[src/sdram_bank_consts.svh]
// Constants and timing counts of the bank command state machine
// Functional notes
// - Chip select high ignores strobes; all strobes high with select low is a no-operation.
// - Commands decode from row, column, write strobes per the command table.
// - Commands act only when clock enable high now and before, after self-refresh exit.
// - Precharge to an idle bank leaves it idle, acting as no-operation.
// - Row-active bank accepts read, write with or without auto precharge, and precharge.
// - Read burst accepts read, write, burst stop; precharge truncates and starts precharging.
// - Write burst accepts read, write, burst stop; precharge truncates and starts precharging.
// - Burst stop ends the most recent read or write burst without auto precharge, whatever its bank.
// - Bank is idle only after precharge and full precharge period.
// - Bank is row-active only after activate delay with no burst in progress.
// - Precharge enters precharging; idle once precharge period elapses.
// - Activate enters row activating; row-active once activate-to-column delay elapses.
// - Auto-precharge access holds its state until precharge period elapses, then idle.
// - Device returns all idle after refresh, mode load or precharge-all period.
// - With bank n idle, other banks accept whatever their own state allows.
// - With bank n activating, active or precharging, others accept activate, read, write, precharge.
// - With bank n in any burst, others accept activate, read, write, precharge.
// - Read to bank m interrupting a read switches output one read latency later.
// - Auto-precharge burst interrupted by another bank's burst starts its precharge.
// - Read interrupting a write takes effect on registration, data one read latency later.
`ifndef SDRAM_BANK_CONSTS_SVH
`define SDRAM_BANK_CONSTS_SVH

`define CLK_PERIOD_PS          5000
`define PRECHARGE_PERIOD_PS    18000
`define ACT_TO_COL_DELAY_PS    18000
`define REFRESH_CYCLE_TIME_PS  60000
`define MODE_LOAD_DELAY_CLK    2
`define SELF_REF_EXIT_DELAY_PS 70000
`define WRITE_RECOVERY_PS      12000
`define READ_LATENCY_CLK       3
`define BURST_LENGTH_CLK       4
// Least times round up to whole cycles
`define CYC_UP(ps) (((ps) + `CLK_PERIOD_PS - 1) / `CLK_PERIOD_PS)
`define PRECHARGE_CYC   `CYC_UP(`PRECHARGE_PERIOD_PS)
`define ACT_TO_COL_CYC  `CYC_UP(`ACT_TO_COL_DELAY_PS)
`define REFRESH_CYC     `CYC_UP(`REFRESH_CYCLE_TIME_PS)
`define SELF_EXIT_CYC   `CYC_UP(`SELF_REF_EXIT_DELAY_PS)
`define WRITE_REC_CYC   `CYC_UP(`WRITE_RECOVERY_PS)
`define AP_BIT          10
`define CNT_W           8

`endif

[src/sdram_bank_pkg.sv]
// Types of the bank command state machine
`include "sdram_bank_consts.svh"

package sdram_bank_pkg;
  // Nine commands need four bits
  typedef enum logic [3:0] {
    CMD_INHIBIT, CMD_NOP, CMD_ACTIVATE, CMD_READ, CMD_WRITE,
    CMD_PRECHARGE, CMD_BURST_STOP, CMD_REFRESH, CMD_MODE_LOAD
  } cmd_t;

  typedef enum logic [3:0] {
    BANK_IDLE, BANK_ACTIVATING, BANK_ROW_ACTIVE, BANK_READ, BANK_WRITE,
    BANK_READ_AP, BANK_WRITE_AP, BANK_PRECHARGING
  } bank_state_t;

  typedef enum logic [2:0] {
    DEV_NORMAL, DEV_REFRESHING, DEV_MODE_LOAD, DEV_PRECHARGE_ALL, DEV_SELF_EXIT
  } dev_state_t;

  typedef struct packed {
    logic        cs_n;
    logic        ras_n;
    logic        cas_n;
    logic        we_n;
    logic [1:0]  bank;
    logic [11:0] addr;
  } cmd_bus_t;

  typedef struct packed {
    bank_state_t state;
    logic [7:0]  cnt;
    logic        ap_pending;
  } bank_t;

  typedef struct packed {
    bank_t [3:0] banks;
    dev_state_t  dev;
    logic [7:0]  dev_cnt;
    logic        cke_prev;
    logic        in_self_ref;
    logic [1:0]  last_burst_bank;
    logic        burst_live;
    logic [`READ_LATENCY_CLK-1:0]   rd_pipe_vld;
    logic [2*`READ_LATENCY_CLK-1:0] rd_pipe_bank;
    logic        dq_out_en;
    logic [1:0]  dq_out_bank;
    logic        cmd_taken;
    logic [3:0]  idle_mask;
    logic        all_idle;
  } fsm_t;
endpackage : sdram_bank_pkg

[src/sdram_bank_command_fsm.sv]
// Per-bank command decode and state machine of a four-bank synchronous DRAM
`timescale 1ns/10ps
`include "sdram_bank_consts.svh"

module sdram_bank_command_fsm (
  input  wire logic                     clk_i,
  input  wire logic                     rst_n_i,
  input  wire logic                     clk_en_i,
  input  wire logic                     cke_i,
  input  wire logic                     self_refresh_exit_i,
  input  wire sdram_bank_pkg::cmd_bus_t cmd_i,
  output logic [15:0]                   bank_state_o,
  output logic [3:0]                    bank_idle_o,
  output logic                          all_idle_o,
  output logic                          dq_out_en_o,
  output logic [1:0]                    dq_out_bank_o,
  output logic                          cmd_taken_o
);
  import sdram_bank_pkg::*;

  localparam logic [7:0] PRE_CYC  = 8'(`PRECHARGE_CYC);
  localparam logic [7:0] ACT_CYC  = 8'(`ACT_TO_COL_CYC);
  localparam logic [7:0] REF_CYC  = 8'(`REFRESH_CYC);
  localparam logic [7:0] MRD_CYC  = 8'(`MODE_LOAD_DELAY_CLK);
  localparam logic [7:0] XSR_CYC  = 8'(`SELF_EXIT_CYC);
  localparam logic [7:0] WR_CYC   = 8'(`WRITE_REC_CYC);
  localparam logic [7:0] BL_CYC   = 8'(`BURST_LENGTH_CLK);
  localparam int         RL_CYC   = `READ_LATENCY_CLK;

  // ----------------------------------------------------------------
  // Command decode
  // ----------------------------------------------------------------
  function automatic cmd_t decode(input cmd_bus_t c);
    cmd_t r;
    r = CMD_NOP;
    if (c.cs_n)
    begin
      r = CMD_INHIBIT;
    end
    else
    begin
      case ({c.ras_n, c.cas_n, c.we_n})
        3'b111: r = CMD_NOP;
        3'b011: r = CMD_ACTIVATE;
        3'b101: r = CMD_READ;
        3'b100: r = CMD_WRITE;
        3'b010: r = CMD_PRECHARGE;
        3'b110: r = CMD_BURST_STOP;
        3'b001: r = CMD_REFRESH;
        3'b000: r = CMD_MODE_LOAD;
        default: r = CMD_NOP;
      endcase
    end
    return r;
  endfunction : decode

  function automatic logic is_burst(input bank_state_t s);
    return (s == BANK_READ) || (s == BANK_WRITE) || (s == BANK_READ_AP) || (s == BANK_WRITE_AP);
  endfunction : is_burst

  fsm_t q;
  fsm_t next_q;
  cmd_t cmd;
  logic live;
  logic all_pre;
  logic [3:0] idle_now;

  assign cmd = decode(cmd_i);
  // Table only applies with enable high at both edges and no device-wide operation or exit pending
  assign live = q.cke_prev && cke_i && (q.dev == DEV_NORMAL);
  assign all_pre = cmd_i.addr[`AP_BIT];

  // ----------------------------------------------------------------
  // Next state
  // ----------------------------------------------------------------
  always_comb
  begin
    next_q = q;
    next_q.cke_prev = cke_i;
    next_q.cmd_taken = 1'b0;
    idle_now = '0;

    // Read pipe: a read enters the top stage, owns the data one latency on
    next_q.rd_pipe_vld  = q.rd_pipe_vld >> 1;
    next_q.rd_pipe_bank = q.rd_pipe_bank >> 2;
    if (q.rd_pipe_vld[0])
    begin
      next_q.dq_out_en   = 1'b1;
      next_q.dq_out_bank = q.rd_pipe_bank[1:0];
    end

    // Per-bank timers run on every edge with clock enable high, command or not
    for (int i = 0; i < 4; i++)
    begin
      if (q.banks[i].cnt != 8'h00)
      begin
        next_q.banks[i].cnt = q.banks[i].cnt - 8'h01;
      end
      else
      begin
        case (q.banks[i].state)
          BANK_PRECHARGING: next_q.banks[i].state = BANK_IDLE;
          BANK_ACTIVATING:  next_q.banks[i].state = BANK_ROW_ACTIVE;
          BANK_READ, BANK_WRITE:
          begin
            next_q.banks[i].state = BANK_ROW_ACTIVE;
          end
          BANK_READ_AP, BANK_WRITE_AP:
          begin
            if (q.banks[i].ap_pending)
            begin
              next_q.banks[i].ap_pending = 1'b0;
              next_q.banks[i].cnt = PRE_CYC - 8'h01;
            end
            else
            begin
              next_q.banks[i].state = BANK_IDLE;
            end
          end
          default: next_q.banks[i].state = q.banks[i].state;
        endcase
      end
    end

    // Device-wide operations
    case (q.dev)
      DEV_REFRESHING, DEV_MODE_LOAD, DEV_PRECHARGE_ALL, DEV_SELF_EXIT:
      begin
        if (q.dev_cnt != 8'h00)
        begin
          next_q.dev_cnt = q.dev_cnt - 8'h01;
        end
        else
        begin
          next_q.dev = DEV_NORMAL;
          for (int i = 0; i < 4; i++)
          begin
            next_q.banks[i].state = BANK_IDLE;
            next_q.banks[i].cnt = 8'h00;
          end
        end
      end
      default: next_q.dev = DEV_NORMAL;
    endcase

    // Self-refresh exit: hold off commands for the exit delay
    if (q.in_self_ref && self_refresh_exit_i && cke_i && !q.cke_prev)
    begin
      next_q.in_self_ref = 1'b0;
      next_q.dev = DEV_SELF_EXIT;
      next_q.dev_cnt = XSR_CYC - 8'h01;
    end
    else if (q.cke_prev && !cke_i && cmd == CMD_REFRESH && q.all_idle)
    begin
      next_q.in_self_ref = 1'b1;
    end

    if (live)
    begin
      case (cmd)
        CMD_ACTIVATE:
        begin
          if (q.banks[cmd_i.bank].state == BANK_IDLE)
          begin
            next_q.banks[cmd_i.bank].state = BANK_ACTIVATING;
            next_q.banks[cmd_i.bank].cnt = ACT_CYC - 8'h01;
            next_q.cmd_taken = 1'b1;
          end
        end
        CMD_READ, CMD_WRITE:
        begin
          if (q.banks[cmd_i.bank].state inside {BANK_ROW_ACTIVE, BANK_READ, BANK_WRITE})
          begin
            // Interrupted burst elsewhere: plain ends, auto-precharge starts precharge
            for (int i = 0; i < 4; i++)
            begin
              // An auto-precharge bank already precharging keeps its timer
              if (i != int'(cmd_i.bank) && is_burst(q.banks[i].state) &&
                  (q.banks[i].ap_pending || q.banks[i].state inside {BANK_READ, BANK_WRITE}))
              begin
                if (q.banks[i].state == BANK_READ || q.banks[i].state == BANK_WRITE)
                begin
                  next_q.banks[i].state = BANK_ROW_ACTIVE;
                  next_q.banks[i].cnt = 8'h00;
                end
                else
                begin
                  next_q.banks[i].ap_pending = 1'b0;
                  next_q.banks[i].cnt = (q.banks[i].state == BANK_WRITE_AP) ?
                                        WR_CYC + PRE_CYC - 8'h01 : PRE_CYC - 8'h01;
                end
              end
            end
            if (all_pre)
            begin
              next_q.banks[cmd_i.bank].state = (cmd == CMD_READ) ? BANK_READ_AP : BANK_WRITE_AP;
              next_q.banks[cmd_i.bank].ap_pending = 1'b1;
            end
            else
            begin
              next_q.banks[cmd_i.bank].state = (cmd == CMD_READ) ? BANK_READ : BANK_WRITE;
            end
            next_q.banks[cmd_i.bank].cnt = BL_CYC - 8'h01;
            next_q.last_burst_bank = cmd_i.bank;
            next_q.burst_live = 1'b1;
            next_q.cmd_taken = 1'b1;
            if (cmd == CMD_READ)
            begin
              // Earlier reads stay queued, so each burst surfaces in turn
              next_q.rd_pipe_vld[RL_CYC-1] = 1'b1;
              next_q.rd_pipe_bank[2*(RL_CYC-1) +: 2] = cmd_i.bank;
            end
            else
            begin
              // A write takes the data bus at once
              next_q.rd_pipe_vld = '0;
              next_q.dq_out_en = 1'b0;
            end
          end
        end
        CMD_PRECHARGE:
        begin
          if (all_pre)
          begin
            next_q.dev = DEV_PRECHARGE_ALL;
            next_q.dev_cnt = PRE_CYC - 8'h01;
            for (int i = 0; i < 4; i++)
            begin
              next_q.banks[i].state = BANK_PRECHARGING;
              next_q.banks[i].cnt = PRE_CYC - 8'h01;
            end
            next_q.burst_live = 1'b0;
            next_q.cmd_taken = 1'b1;
          end
          else if (q.banks[cmd_i.bank].state inside {BANK_ROW_ACTIVE, BANK_READ, BANK_WRITE})
          begin
            // Truncates a plain read or write burst of this bank
            next_q.banks[cmd_i.bank].state = BANK_PRECHARGING;
            next_q.banks[cmd_i.bank].cnt = PRE_CYC - 8'h01;
            if (q.last_burst_bank == cmd_i.bank)
            begin
              next_q.burst_live = 1'b0;
            end
            next_q.cmd_taken = 1'b1;
          end
          // Idle bank: no state change
        end
        CMD_BURST_STOP:
        begin
          // Stops the latest burst without auto precharge, whichever bank holds it
          if (q.burst_live && (q.banks[q.last_burst_bank].state inside {BANK_READ, BANK_WRITE}))
          begin
            next_q.banks[q.last_burst_bank].state = BANK_ROW_ACTIVE;
            next_q.banks[q.last_burst_bank].cnt = 8'h00;
            next_q.burst_live = 1'b0;
            next_q.dq_out_en = 1'b0;
            next_q.rd_pipe_vld = '0;
            next_q.cmd_taken = 1'b1;
          end
        end
        CMD_REFRESH, CMD_MODE_LOAD:
        begin
          if (q.all_idle)
          begin
            next_q.dev = (cmd == CMD_REFRESH) ? DEV_REFRESHING : DEV_MODE_LOAD;
            next_q.dev_cnt = (cmd == CMD_REFRESH) ? REF_CYC - 8'h01 : MRD_CYC - 8'h01;
            next_q.cmd_taken = 1'b1;
          end
        end
        default: next_q.cmd_taken = 1'b0;
      endcase
    end

    // Data bus released once the owning burst has ended and no read is queued
    if (q.dq_out_en && !is_burst(q.banks[q.dq_out_bank].state) && q.rd_pipe_vld == '0)
    begin
      next_q.dq_out_en = 1'b0;
    end

    for (int i = 0; i < 4; i++)
    begin
      idle_now[i] = (next_q.banks[i].state == BANK_IDLE);
    end
    next_q.idle_mask = idle_now;
    next_q.all_idle = (&idle_now) && (next_q.dev == DEV_NORMAL);
  end

  // ----------------------------------------------------------------
  // State register
  // ----------------------------------------------------------------
  always_ff @(posedge clk_i or negedge rst_n_i)
  begin
    if (!rst_n_i)
    begin
      q <= '0;
      q.idle_mask <= 4'hF;
      q.all_idle <= 1'b1;
    end
    else if (clk_en_i)
    begin
      q <= next_q;
    end
  end

  genvar g;
  generate
    for (g = 0; g < 4; g++)
    begin : g_out
      assign bank_state_o[4*g +: 4] = q.banks[g].state;
    end
  endgenerate
  assign bank_idle_o   = q.idle_mask;
  assign all_idle_o    = q.all_idle;
  assign dq_out_en_o   = q.dq_out_en;
  assign dq_out_bank_o = q.dq_out_bank;
  assign cmd_taken_o   = q.cmd_taken;
endmodule : sdram_bank_command_fsm

[config.mk]
export PLATFORM = sky130hd
export DESIGN_NAME = sdram_bank_command_fsm
export DESIGN_NICKNAME = d
export VERILOG_FILES = /design/src/sdram_bank_pkg.sv /design/src/sdram_bank_command_fsm.sv
export VERILOG_INCLUDE_DIRS = /design/src /design/src/src
export SDC_FILE = /design/constraint.sdc
export NUM_CORES = 1
export LEC_CHECK = 0
export ABC_AREA = 1
export BUFFER_PORTS_ARGS = -buffer_cell sky130_fd_sc_hd__clkbuf_2
export CAP_MARGIN = 20
export CORE_MARGIN = 5
export CORE_UTILIZATION = 57
export DETAILED_ROUTE_END_ITERATION = 6
export PLACE_DENSITY = 0.88
export SETUP_SLACK_MARGIN = 0.3
export SYNTH_ARGS = -nofsm -noshare
export SYNTH_HDL_FRONTEND = slang
export SYNTH_SLANG_ARGS = --single-unit
[constraint.sdc]
create_clock -name clk_i -period 2.2 [get_ports clk_i]
set_clock_uncertainty 0.2 [all_clocks]
set_input_delay 0.44 -clock clk_i [delete_from_list [all_inputs] [get_ports clk_i]]
set_output_delay 0.44 -clock clk_i [all_outputs]
set_load 0.02 [all_outputs]
==> results of run 1 <==
==> cells in the mapped netlist, types with 5 or more instances <==
cell type / instances / share of area
nand2_1: 348 / 0.17
inv_1: 142 / 0.070
nand3_1: 111 / 0.073
nor2_1: 105 / 0.052
o21ai_0: 101 / 0.067
dfrtp_1: 81 / 0.27
a21oi_1: 41 / 0.027
buf_4: 28 / 0.028
xor2_1: 26 / 0.030
nor3_1: 19 / 0.013
o22ai_1: 19 / 0.016
nand4_1: 18 / 0.015
clkbuf_1: 17 / 0.0084
o211ai_1: 16 / 0.016
a31oi_1: 11 / 0.0091
buf_2: 11 / 0.0073
nor2_2: 10 / 0.0082
ha_1: 7 / 0.012
inv_2: 7 / 0.0035
o2111ai_1: 7 / 0.0081
o21ai_1: 7 / 0.0046
a22oi_1: 6 / 0.0059
nand2_2: 6 / 0.0049
dfstp_2: 5 / 0.017
nor4_1: 5 / 0.0041
==> cell families after synthesis <==
logic type,share of synthesized area
DFF,0.284
buffers and inverters,0.128
xor gates and xnor gates,0.0322
adders and majority gates,0.0115
and+or+nand+nor,0.365
AOI/OAI and AO/OA,0.179
==> timing repair <==
item	in CTS
hold endpoints to repair	22
pin swaps	115
gates cloned	3
resized for setup	446
endpoints found under the setup margin	81
setup buffers	64
hold buffers	1
==> metrics by stage <==
step | cell area (µm²) | hold slack, ps
floorplan | 7790 | -55.6
global placement | 10100 | 182
CTS | 12500 | 254
detailed placement | 10100 | 187
==> routing by layer <==
metal,global-route usage,overflow
met5,0.297,0
met4,0.745,5
met3,0.674,0
met2,0.903,6
met1,0.782,0
==> run_results.csv, run 1 <==
group,metric,value,unit
status,lastStage,"5_1_grt",
clock_network,clock-sinks,86,
yosys,ys_warn_count,0,
yosys,synth_cell_type_count,52,
placed_design,place_inst,1665,
clock_network,clock-root-buffer,"clkbuf_16",
die,die_h,125,µm
die,pin_count,48,
yosys,ys_seq_elements,86,
global_route,grt_overflow,11,
yosys,synth_area,7590,µm²
yosys,synth-seq-area-share,0.284,
status,toolErrorMsg,"[ERROR GRT-0116] Global routing finished with congestion. Check the congestion regions in the DRC Viewer.",
yosys,ys.flop_type,"dfrtp_1",
placed_design,port_buffers,36,
yosys,synthArstFlopShare,1.00,
yosys,synth_edf_count,0,
global_route,grt_max_degree,44,
die,core.rowCount,42,
placed_design,pre_cts_slack,-857,ps
die,start_util,0.578,
clock_network,cts_buffer_depth,2,
die,fp.dieW,125,µm
yosys,postSynthAreaPerCell,6.27,µm²
clock_network,cts_buffers,9,
clock_network,cts_htree_levels,3,
placed_design,place_hpwl,22600,µm
placed_design,gp_congestion,1.16,
global_route,grt_usage,0.774,
global_route,grt_pass1_wl,93200,µm
yosys,synthCells,1211,
global_route,grt_pass1_vias,14930,
yosys,syn_nets,1241,
status,status,"stopped before the end",
==> run 2: changes to the inputs <==
--- a/config.mk
+++ b/config.mk
@@ -10,10 +10,9 @@
 export BUFFER_PORTS_ARGS = -buffer_cell sky130_fd_sc_hd__clkbuf_2
 export CAP_MARGIN = 20
 export CORE_MARGIN = 5
-export CORE_UTILIZATION = 57
+export CORE_UTILIZATION = 40
 export DETAILED_ROUTE_END_ITERATION = 6
-export PLACE_DENSITY = 0.88
-export SETUP_SLACK_MARGIN = 0.3
+export PLACE_DENSITY_LB_ADDON = 0.15
 export SYNTH_ARGS = -nofsm -noshare
 export SYNTH_HDL_FRONTEND = slang
 export SYNTH_SLANG_ARGS = --single-unit
==> constraint.sdc (replaced) <==
create_clock -name clk_i -period 2.9 [get_ports clk_i]
set_clock_uncertainty 0.2 [all_clocks]
set_input_delay 0.58 -clock clk_i [delete_from_list [all_inputs] [get_ports clk_i]]
set_output_delay 0.58 -clock clk_i [all_outputs]
set_load 0.02 [all_outputs]
==> run_results.csv, run 2 <==
group,metric,value,unit
status,status,"finished clean",
yosys,synth_commonest_cells,"348 x nand2_1, 142 x inv_1, 111 x nand3_1",
cells_and_area,antenna_cells,0,
die,fp.dieW,148,µm
route,route.detailed.drc,0,
power_and_ir_drop,p_sw,0.00268,W
route,first_pass_iters,5,
global_route,grt_usage,0.246,
yosys,yosysMostFrequentCell,"nand2_1",
worst_setup_path,ff2ff_setup_slack,150,ps
yosys,synth_cell_type_count,52,
power_and_ir_drop,seqPwrFrac,0.317,
clock_network,clock-sinks,86,
global_route,grt_pass1_wl,42700,µm
route,drt-wirelength-per-cell,16.7,µm
placed_design,gp_congestion,0.997,
route,vias,8458,
yosys,synthCells,1211,
route,drtIter0Drc,559,
power_and_ir_drop,irDropWorstVdd,0.000300,V
sta,setup_ws,150,ps
power_and_ir_drop,p_int,0.00330,W
power_and_ir_drop,share_comb_of_total_power,0.484,
power_and_ir_drop,powerDensity,648,nW/µm²
power_and_ir_drop,finalPower,0.00598,W
sta,fin_crit_sh,0.948,
global_route,antenna_found_initial,0,
yosys,synth_edf_count,0,
yosys,synth.area.top_cells,"dfrtp_1 27%, nand2_1 17%, nand3_1 7.3%",
route,finalWirelength,26600,µm
power_and_ir_drop,swShare,0.449,
global_route,grt_max_degree,44,
die,pin_count,48,
yosys,synthArstFlopShare,1.00,
die,start_util,0.406,
sta,fmax,364,MHz
worst_setup_path,reg2regPathDepth,16,
yosys,ys_warn_count,0,
die,die_area,21800,µm²
worst_setup_path,rr_endpoint,"all_idle_o",
cells_and_area,largest_reg_flops,57,
yosys,synth_top_area_frac,0.267,
worst_setup_path,critPathSlowestCell,"dfrtp_1",
worst_setup_path,worstPathCellList,"inv_1, ha_1, nand3_1, nor2_1, nand2_1, a21oi_1, nor2_1, inv_1, nand2_1, nand2_1, nand3_1, nor2_1, nand3_2, nor2_1, nand3_1, nand2_1",
sta,rsz0062_at_grt,"true",
sta,fin_crit,2750,ps
worst_setup_path,max_stage_delay,420,ps
worst_setup_path,critPathKind,"register to register",
min_path,hold_start,"bank_idle_o[2]",
placed_design,pre_cts_slack,-343,ps
cells_and_area,finalNonFillerCells,1588,
worst_setup_path,crit_path_start_kind,"register",
die,die_h,148,µm
die,core.rowCount,50,
worst_setup_path,critPathCaptureType,"register",
sta,relSlewSlack,0.628,
job,max-cap-violations,0,
clock_network,cts_buffer_depth,2,
cells_and_area,layout.nets,1379,
route,viasPerCell,5.33,
worst_setup_path,cp_data_required_time,3010,ps
power_and_ir_drop,leakage,4.77,nW
global_route,grt_pass1_vias,8041,
worst_setup_path,reg2reg_from,"q[35]",
worst_setup_path,startpoint,"q[35]",
clock_network,clock_latency,370,ps
min_path,whs_path_depth,2,
cells_and_area,synthToLayoutAreaGrowth,21.7,%
yosys,ys_seq_elements,86,
global_route,grt_overflow,0,
yosys,syn_nets,1241,
placed_design,place_hpwl,20700,µm
clock_network,cts_tree,"built",
yosys,ys.flop_type,"dfrtp_1",
min_path,hp-class,"register to register",
sta,tightestPinTransition,558,ps
sta,hold_violations,0,
die,core-area,18700,µm²
yosys,synth-seq-area-share,0.284,
cells_and_area,layout-drive-gt1-share,0.193,
placed_design,port_buffers,36,
cells_and_area,fill_cells,1989,
sta,setup_viol,0,
cells_and_area,final_common_cell,"nand2_1",
clock_network,cts_htree_levels,3,
cells_and_area,most-common-layout-cells,"348 x nand2_1, 152 x buf_4, 141 x inv_1",
clock_network,cts_buffers,9,
clock_network,postCtsSetupBuffers,0,
route,drt.antenna.violating_nets,0,
clock_network,clk_pin_slew,70,ps
cells_and_area,regMostFlops,"q",
power_and_ir_drop,p_clk_frac,0.199,
yosys,postSynthAreaPerCell,6.27,µm²
yosys,yosys.area.top_type,"dfrtp_1",
worst_setup_path,cp-endpoint,"all_idle_o",
worst_setup_path,cp_data_arrival_time,2860,ps
clock_network,clock-root-buffer,"clkbuf_16",
sta,finalMaxSlewViolations,0,
yosys,synth_area,7590,µm²
worst_setup_path,cp_max_fo,6,
placed_design,place_inst,1571,
run 2: what timing repair did:
| item | in CTS | in global routing |
|---|---|---|
| pin swaps | 0 | 1 |
| gates resized for setup | 1 | 17 |
| hold buffers | 1 | 0 |
| endpoints found under the setup margin | 2 | 19 |
| hold endpoints to repair | 14 | 0 |
run 2: per-stage QoR:
stage	instance area, µm²	hold WS (ps)	utilization	TNS, ps
2_1_floorplan	7590	84.4	-	0
3_3_place_gp	8870	256	0.474	-2420
3_5_place_dp	8870	259	0.474	-3570
4_1_cts	9170	272	0.490	0
5_1_grt	9230	288	0.494	-113
6_report	9230	269	0.494	0
run 2: routing by layer:
| layer | GRT usage | up-vias | wire length, µm |
|---|---|---|---|
| li1 | - | 4264 | - |
| met1 | 0.336 | 3840 | 12000 |
| met2 | 0.388 | 289 | 11800 |
| met3 | 0.0380 | 65 | 1730 |
| met4 | 0.106 | 0 | 1010 |
| met5 | 0 | - | 0 |
run 2: layout make-up:
| type | instances | area, µm² | share of cell area |
|---|---|---|---|
| multi-input combinational | 907 | 4520 | 0.489 |
| sequential | 86 | 2160 | 0.234 |
| timing repair buffer | 191 | 1390 | 0.150 |
| inverter | 154 | 586 | 0.0634 |
| tap | 234 | 293 | 0.0317 |
| clock buffer | 11 | 253 | 0.0274 |
| clock inverter | 5 | 41.3 | 0.00447 |
run 2: worst min-delay path by stage:
stage / to / slack (ps)
3_3_place_gp: next_q[9] / 260
3_5_place_dp: bank_idle_o[2] / 260
5_1_grt: bank_idle_o[1] / 290
6_report: bank_idle_o[2] / 270
2_1_floorplan: bank_state_o[0] / 80
4_1_cts: bank_idle_o[2] / 270
run 2: power groups by stage:
stage | Sequential, W | Combinational, W | Clock, W
after floorplan | 0.00175 | 0.00207 | 0
final | 0.00190 | 0.00289 | 0.00119
after global placement | 0.00190 | 0.00282 | 0
after global routing | 0.00194 | 0.00327 | 0.00127
after detailed placement | 0.00190 | 0.00284 | 0
after CTS | 0.00188 | 0.00286 | 0.00122
run 2: kinds of logic (layout without fill, tap and decap cells):
logic type      after synthesis  after routing  share of synthesized area
compound gates              232            232                      0.179
xor+xnor                     27             27                     0.0322
fa+ha+maj                     7              7                     0.0115
buf+inv                     218            361                      0.128
flops                        86             86                      0.284
simple gates                641            641                      0.365
run 2: worst max-delay path, delay by kind of cell, from the launching register on:
kind	cells	cell delay (ps)
buf+inv	2	140
flops	1	420
compound gates	1	210
simple gates	12	1520
fa+ha+maj	1	230
Note: power is estimated with default switching activity, not from simulation.
==> run 3: changes to the inputs <==
--- a/config.mk
+++ b/config.mk
@@ -13,6 +13,7 @@
 export CORE_UTILIZATION = 40
 export DETAILED_ROUTE_END_ITERATION = 6
 export PLACE_DENSITY_LB_ADDON = 0.15
+export RECOVER_POWER = 100
 export SYNTH_ARGS = -nofsm -noshare
 export SYNTH_HDL_FRONTEND = slang
 export SYNTH_SLANG_ARGS = --single-unit
==> run_results.csv, run 3 (synthesis results as in run 2) <==
group,metric,value,unit
placed_design,placed_area,8870,µm²
power_and_ir_drop,p_sw,0.00268,W
global_route,grt_max_degree,44,
clock_network,clk_pin_slew,70,ps
sta,setup_viol,0,
min_path,min_to,"bank_idle_o[2]",
worst_setup_path,crit_path_start_kind,"register",
cells_and_area,antenna_cells,0,
status,status,"finished, violations left",
sta,hold_violations,0,
min_path,whs_path_depth,2,
cells_and_area,regMostFlops,"q",
sta,fin_crit,2780,ps
worst_setup_path,critPathKind,"register to register",
die,die_area,21800,µm²
worst_setup_path,ff2ff_setup_slack,120,ps
job,max-cap-violations,1,
die,fp.dieW,148,µm
worst_setup_path,rr_endpoint,"all_idle_o",
worst_setup_path,reg2regPathDepth,16,
worst_setup_path,cp_max_fo,7,
sta,tightestPinTransition,1880,ps
clock_network,cts_htree_levels,3,
power_and_ir_drop,swShare,0.451,
route,drtIter0Drc,632,
die,die_h,148,µm
route,vias,8410,
power_and_ir_drop,finalPower,0.00594,W
cells_and_area,layout.nets,1379,
route,first_pass_iters,6,
global_route,antenna_found_initial,0,
sta,fin_crit_sh,0.958,
sta,setup_ws,121,ps
die,core.rowCount,50,
placed_design,gp_congestion,0.997,
power_and_ir_drop,seqPwrFrac,0.319,
min_path,hold_start,"bank_idle_o[2]",
sta,finalMaxSlewViolations,44,
worst_setup_path,cp_data_arrival_time,2890,ps
min_path,hp-class,"register to register",
worst_setup_path,reg2reg_from,"bank_state_o[6]",
global_route,grt_usage,0.246,
global_route,grt_overflow,0,
status,violations,"capacitance limit, slew limit",
sta,rsz0062_at_grt,"true",
clock_network,clock-sinks,86,
sta,fin_setup_tns,0,ps
die,pin_count,48,
sta,relSlewSlack,-0.256,
power_and_ir_drop,p_clk_frac,0.201,
power_and_ir_drop,irDropWorstVdd,0.000302,V
power_and_ir_drop,powerDensity,649,nW/µm²
clock_network,clock_latency,370,ps
power_and_ir_drop,share_comb_of_total_power,0.480,
global_route,grt_pass1_wl,42700,µm
clock_network,postCtsSetupBuffers,0,
cells_and_area,final_area,9150,µm²
cells_and_area,largest_reg_flops,57,
clock_network,cts_tree,"built",
placed_design,port_buffers,36,
route,finalWirelength,26600,µm
route,route.detailed.drc,0,
cells_and_area,synthToLayoutAreaGrowth,20.5,%
route,drt-wirelength-per-cell,16.7,µm
die,start_util,0.406,
cells_and_area,most-common-layout-cells,"349 x nand2_1, 141 x inv_1, 137 x buf_4",
clock_network,cts_buffer_depth,2,
worst_setup_path,critPathCaptureType,"register",
cells_and_area,final_common_cell,"nand2_1",
cells_and_area,layout-drive-gt1-share,0.171,
clock_network,cts_buffers,9,
power_and_ir_drop,leakage,4.67,nW
placed_design,place_hpwl,20700,µm
route,drt.antenna.violating_nets,0,
die,core-area,18700,µm²
placed_design,pre_cts_slack,-343,ps
sta,fmax,360,MHz
power_and_ir_drop,p_int,0.00326,W
clock_network,clock-root-buffer,"clkbuf_16",
global_route,grt_pass1_vias,8041,
route,viasPerCell,5.30,
worst_setup_path,cp_data_required_time,3010,ps
-- run 3: final cells by class --
class | instances | area [µm²]
clock inverter | 5 | 41.3
fill | 2014 | 9560
clock buffer | 11 | 253
sequential | 86 | 2160
tap | 234 | 293
timing repair buffer | 191 | 1300
inverter | 154 | 586
multi-input combinational | 907 | 4510
-- run 3: per-layer routing --
metal	track usage	routed length, µm	vias to the layer above
li1	-	-	4257
met1	0.336	12100	3833
met2	0.388	12000	260
met3	0.0380	1570	60
met4	0.106	936	0
met5	0	0	-
-- run 3: power groups by stage --
stage / sequential, W / combinational [W] / clock, W
floorplan: 0.00175 / 0.00207 / 0
global placement: 0.00190 / 0.00282 / 0
detailed placement: 0.00190 / 0.00284 / 0
CTS: 0.00188 / 0.00286 / 0.00122
global route: 0.00194 / 0.00323 / 0.00127
finish: 0.00189 / 0.00285 / 0.00119
-- run 3: per-stage QoR --
stage / instances / utilization / hold slack, ps
CTS: 1588 / 0.490 / 272
floorplan: 1211 / - / 84.4
global placement: 1571 / 0.474 / 256
finish: 1588 / 0.489 / 269
global route: 1588 / 0.489 / 288
detailed placement: 1571 / 0.474 / 259
-- run 3: worst max path at each step --
stage               startpoint          to  slack (ps)  cells after the start
6_report       bank_state_o[6]  all_idle_o         120                     16
3_5_place_dp         cmd_i[14]  all_idle_o        -340                     18
2_1_floorplan        cmd_i[14]       q[74]         280                     18
5_1_grt              cmd_i[14]  all_idle_o         -90                     22
3_3_place_gp         cmd_i[14]  all_idle_o        -320                     16
4_1_cts                  q[23]  all_idle_o          30                     15
-- run 3: critical path, cell delays in order (launching register included) --
cell      delay, ps
dfrtp_1         540
clkbuf_1        260
nand2_1          70
o21ai_0          80
nand2_1          90
nand2_1          80
nand2_1          70
nand2_1         250
nor2_4           60
buf_4           170
nand3_1          70
nand3_1          90
o21ai_2         210
nand3_2         180
nor2_1          150
nand3_1          80
nand2_1          60
-- run 3: what timing repair did --
item / in CTS / in global routing
pin swaps: 0 / 1
hold buffers: 1 / 0
hold endpoints to repair: 14 / 0
resized for setup: 1 / 17
setup endpoints to repair: 2 / 19
==> run 4: changes to the inputs <==
--- a/config.mk
+++ b/config.mk
@@ -7,11 +7,13 @@
 export NUM_CORES = 1
 export LEC_CHECK = 0
 export ABC_AREA = 1
+export ABC_CLOCK_PERIOD_IN_PS = 2900
 export BUFFER_PORTS_ARGS = -buffer_cell sky130_fd_sc_hd__clkbuf_2
 export CAP_MARGIN = 20
 export CORE_MARGIN = 5
 export CORE_UTILIZATION = 40
 export DETAILED_ROUTE_END_ITERATION = 6
+export GPL_TIMING_DRIVEN = 0
 export PLACE_DENSITY_LB_ADDON = 0.15
 export RECOVER_POWER = 100
 export SYNTH_ARGS = -nofsm -noshare
==> run_results.csv, run 4 (synthesis results as in run 2) <==
group,metric,value,unit
clock_network,cts_buffers,9,
worst_setup_path,crit_path_start_kind,"input port",
die,pin_count,48,
worst_setup_path,cp_max_fo,10,
sta,tightestPinTransition,1780,ps
worst_setup_path,critPathKind,"input port to register",
global_route,grt_overflow,0,
sta,fmax,352,MHz
worst_setup_path,cp_data_arrival_time,2940,ps
clock_network,clock-root-buffer,"clkbuf_16",
worst_setup_path,max_stage_delay,280,ps
placed_design,port_buffers,36,
worst_setup_path,critPathCaptureType,"register",
route,drtIter0Drc,853,
clock_network,cts_tree,"built",
placed_design,pre_cts_slack,-798,ps
worst_setup_path,cp_data_required_time,3000,ps
status,violations,"capacitance limit, slew limit",
die,fp.dieW,148,µm
die,start_util,0.406,
cells_and_area,finalNonFillerCells,1508,
cells_and_area,antenna_cells,0,
sta,setup_viol,0,
global_route,grt_pass1_wl,46200,µm
cells_and_area,regMostFlops,"q",
worst_setup_path,reg2regPathDepth,13,
route,viasPerCell,5.78,
cells_and_area,largest_reg_flops,57,
clock_network,clock-sinks,86,
die,core.rowCount,50,
worst_setup_path,cp.depth,14,
min_path,hp-class,"register to register",
sta,hold_violations,0,
sta,hold_ws,272,ps
die,core-area,18700,µm²
global_route,grt_max_degree,61,
worst_setup_path,critPathSlowestCell,"ha_4",
sta,setup_ws,62.1,ps
worst_setup_path,worstPathCellList,"clkbuf_4, inv_2, ha_4, nand4_4, nand2_1, inv_1, clkbuf_2, nor2_4, nand2_1, inv_2, a31oi_1, o21ai_0, o21ai_0, inv_1",
power_and_ir_drop,irDropWorstVdd,0.000315,V
worst_setup_path,reg2reg_from,"bank_state_o[7]",
sta,finalMaxSlewViolations,27,
clock_network,clock_latency,370,ps
placed_design,place_hpwl,22800,µm
route,drt-wirelength-per-cell,20.3,µm
global_route,grt_pass1_vias,7839,
cells_and_area,synthToLayoutAreaGrowth,15.7,%
global_route,antenna_found_initial,1,
route,first_pass_iters,6,
die,die_h,148,µm
sta,fin_setup_tns,0,ps
worst_setup_path,path_buf_inv,6,
route,drt.antenna.violating_nets,0,
status,status,"finished, violations left",
worst_setup_path,startpoint,"cmd_i[14]",
job,max-cap-violations,1,
cells_and_area,layout-drive-gt1-share,0.147,
cells_and_area,layout.nets,1299,
die,die_area,21800,µm²
route,finalWirelength,30600,µm
global_route,grt_usage,0.277,
cells_and_area,fill_cells,1980,
sta,relSlewSlack,-0.188,
sta,fin_crit,2840,ps
cells_and_area,most-common-layout-cells,"340 x nand2_1, 138 x inv_1, 102 x nand3_1",
clock_network,cts_buffer_depth,2,
route,route.detailed.drc,0,
worst_setup_path,ff2ff_setup_slack,70,ps
worst_setup_path,path_delay_family,"buffers and inverters",
sta,fin_crit_sh,0.979,
worst_setup_path,cp-endpoint,"q[76]",
placed_design,gp_congestion,0.993,
power_and_ir_drop,leakage,4.36,nW
clock_network,cts_htree_levels,3,
clock_network,clk_pin_slew,80,ps
placed_design,place_inst,1482,
route,vias,8710,
cells_and_area,final_common_cell,"nand2_1",
sta,rsz0062_at_grt,"true",
power_and_ir_drop,powerDensity,693,nW/µm²
worst_setup_path,rr_endpoint,"q[76]",
run 4: cell count changes in the layout (fill, tap and decap cells not counted), moves of 7 or more:
cell      before  now
clkbuf_4       1    9
nand2_2        5   12
nand2_1      349  340
nor2_1       103   92
buf_2          0    9
buf_4        137   30
run 4: worst min path at each step:
stage          cells after the start      startpoint  slack, ps               to
3_5_place_dp                       2  bank_idle_o[1]        260   bank_idle_o[1]
3_3_place_gp                       2  bank_idle_o[1]        260   bank_idle_o[1]
2_1_floorplan                      0         rst_n_i         80  bank_state_o[0]
4_1_cts                            2  bank_idle_o[1]        280   bank_idle_o[1]
6_report                           2  bank_idle_o[1]        270   bank_idle_o[1]
5_1_grt                            3           cke_i        310            q[22]
run 4: per-stage QoR:
stage               area [µm²]  total power, W   util
CTS                       8580         0.00597  0.459
floorplan                 7590         0.00382      -
finish                    8780         0.00609  0.469
global route              8780         0.00653  0.469
global placement          8060         0.00459  0.431
detailed placement        8090         0.00461  0.433
run 4: repair_timing:
item / in CTS / in global routing
endpoints found under the hold margin: 1 / 0
setup endpoints to repair: 47 / 52
hold buffers: 1 / 0
pin swaps: 5 / 13
setup buffers: 5 / 7
cloned: 0 / 0
gates resized for setup: 33 / 50
run 4: area by class of cell:
| cell class | instances | area [µm²] | share of cell area |
|---|---|---|---|
| Inverter | 154 | 587 | 0.0668 |
| Timing Repair Buffer | 50 | 304 | 0.0346 |
| Clock buffer | 9 | 225 | 0.0257 |
| Sequential cell | 86 | 2160 | 0.246 |
| Buffer | 61 | 404 | 0.0460 |
| Clock inverter | 7 | 90.1 | 0.0103 |
| Tap cell | 234 | 293 | 0.0334 |
| Multi-Input combinational cell | 907 | 4710 | 0.537 |
run 4: layer usage:
metal,track usage,share of wire,vias up
li1,-,-,4106
met1,0.388,0.44,4118
met2,0.427,0.44,395
met3,0.0383,0.075,89
met4,0.117,0.044,2
met5,0,0.00042,-
run 4: tightest hold or removal path, cell delays in order, from the launching register on:
cell	delay (ps)
dfstp_2	370
nand2_1	50
nand2_1	50
run 4: report_power, final:
group | internal [W] | switching (W)
sequential | 0.00152 | 0.000369
combinational | 0.00104 | 0.00188
clock | 0.000689 | 0.000594
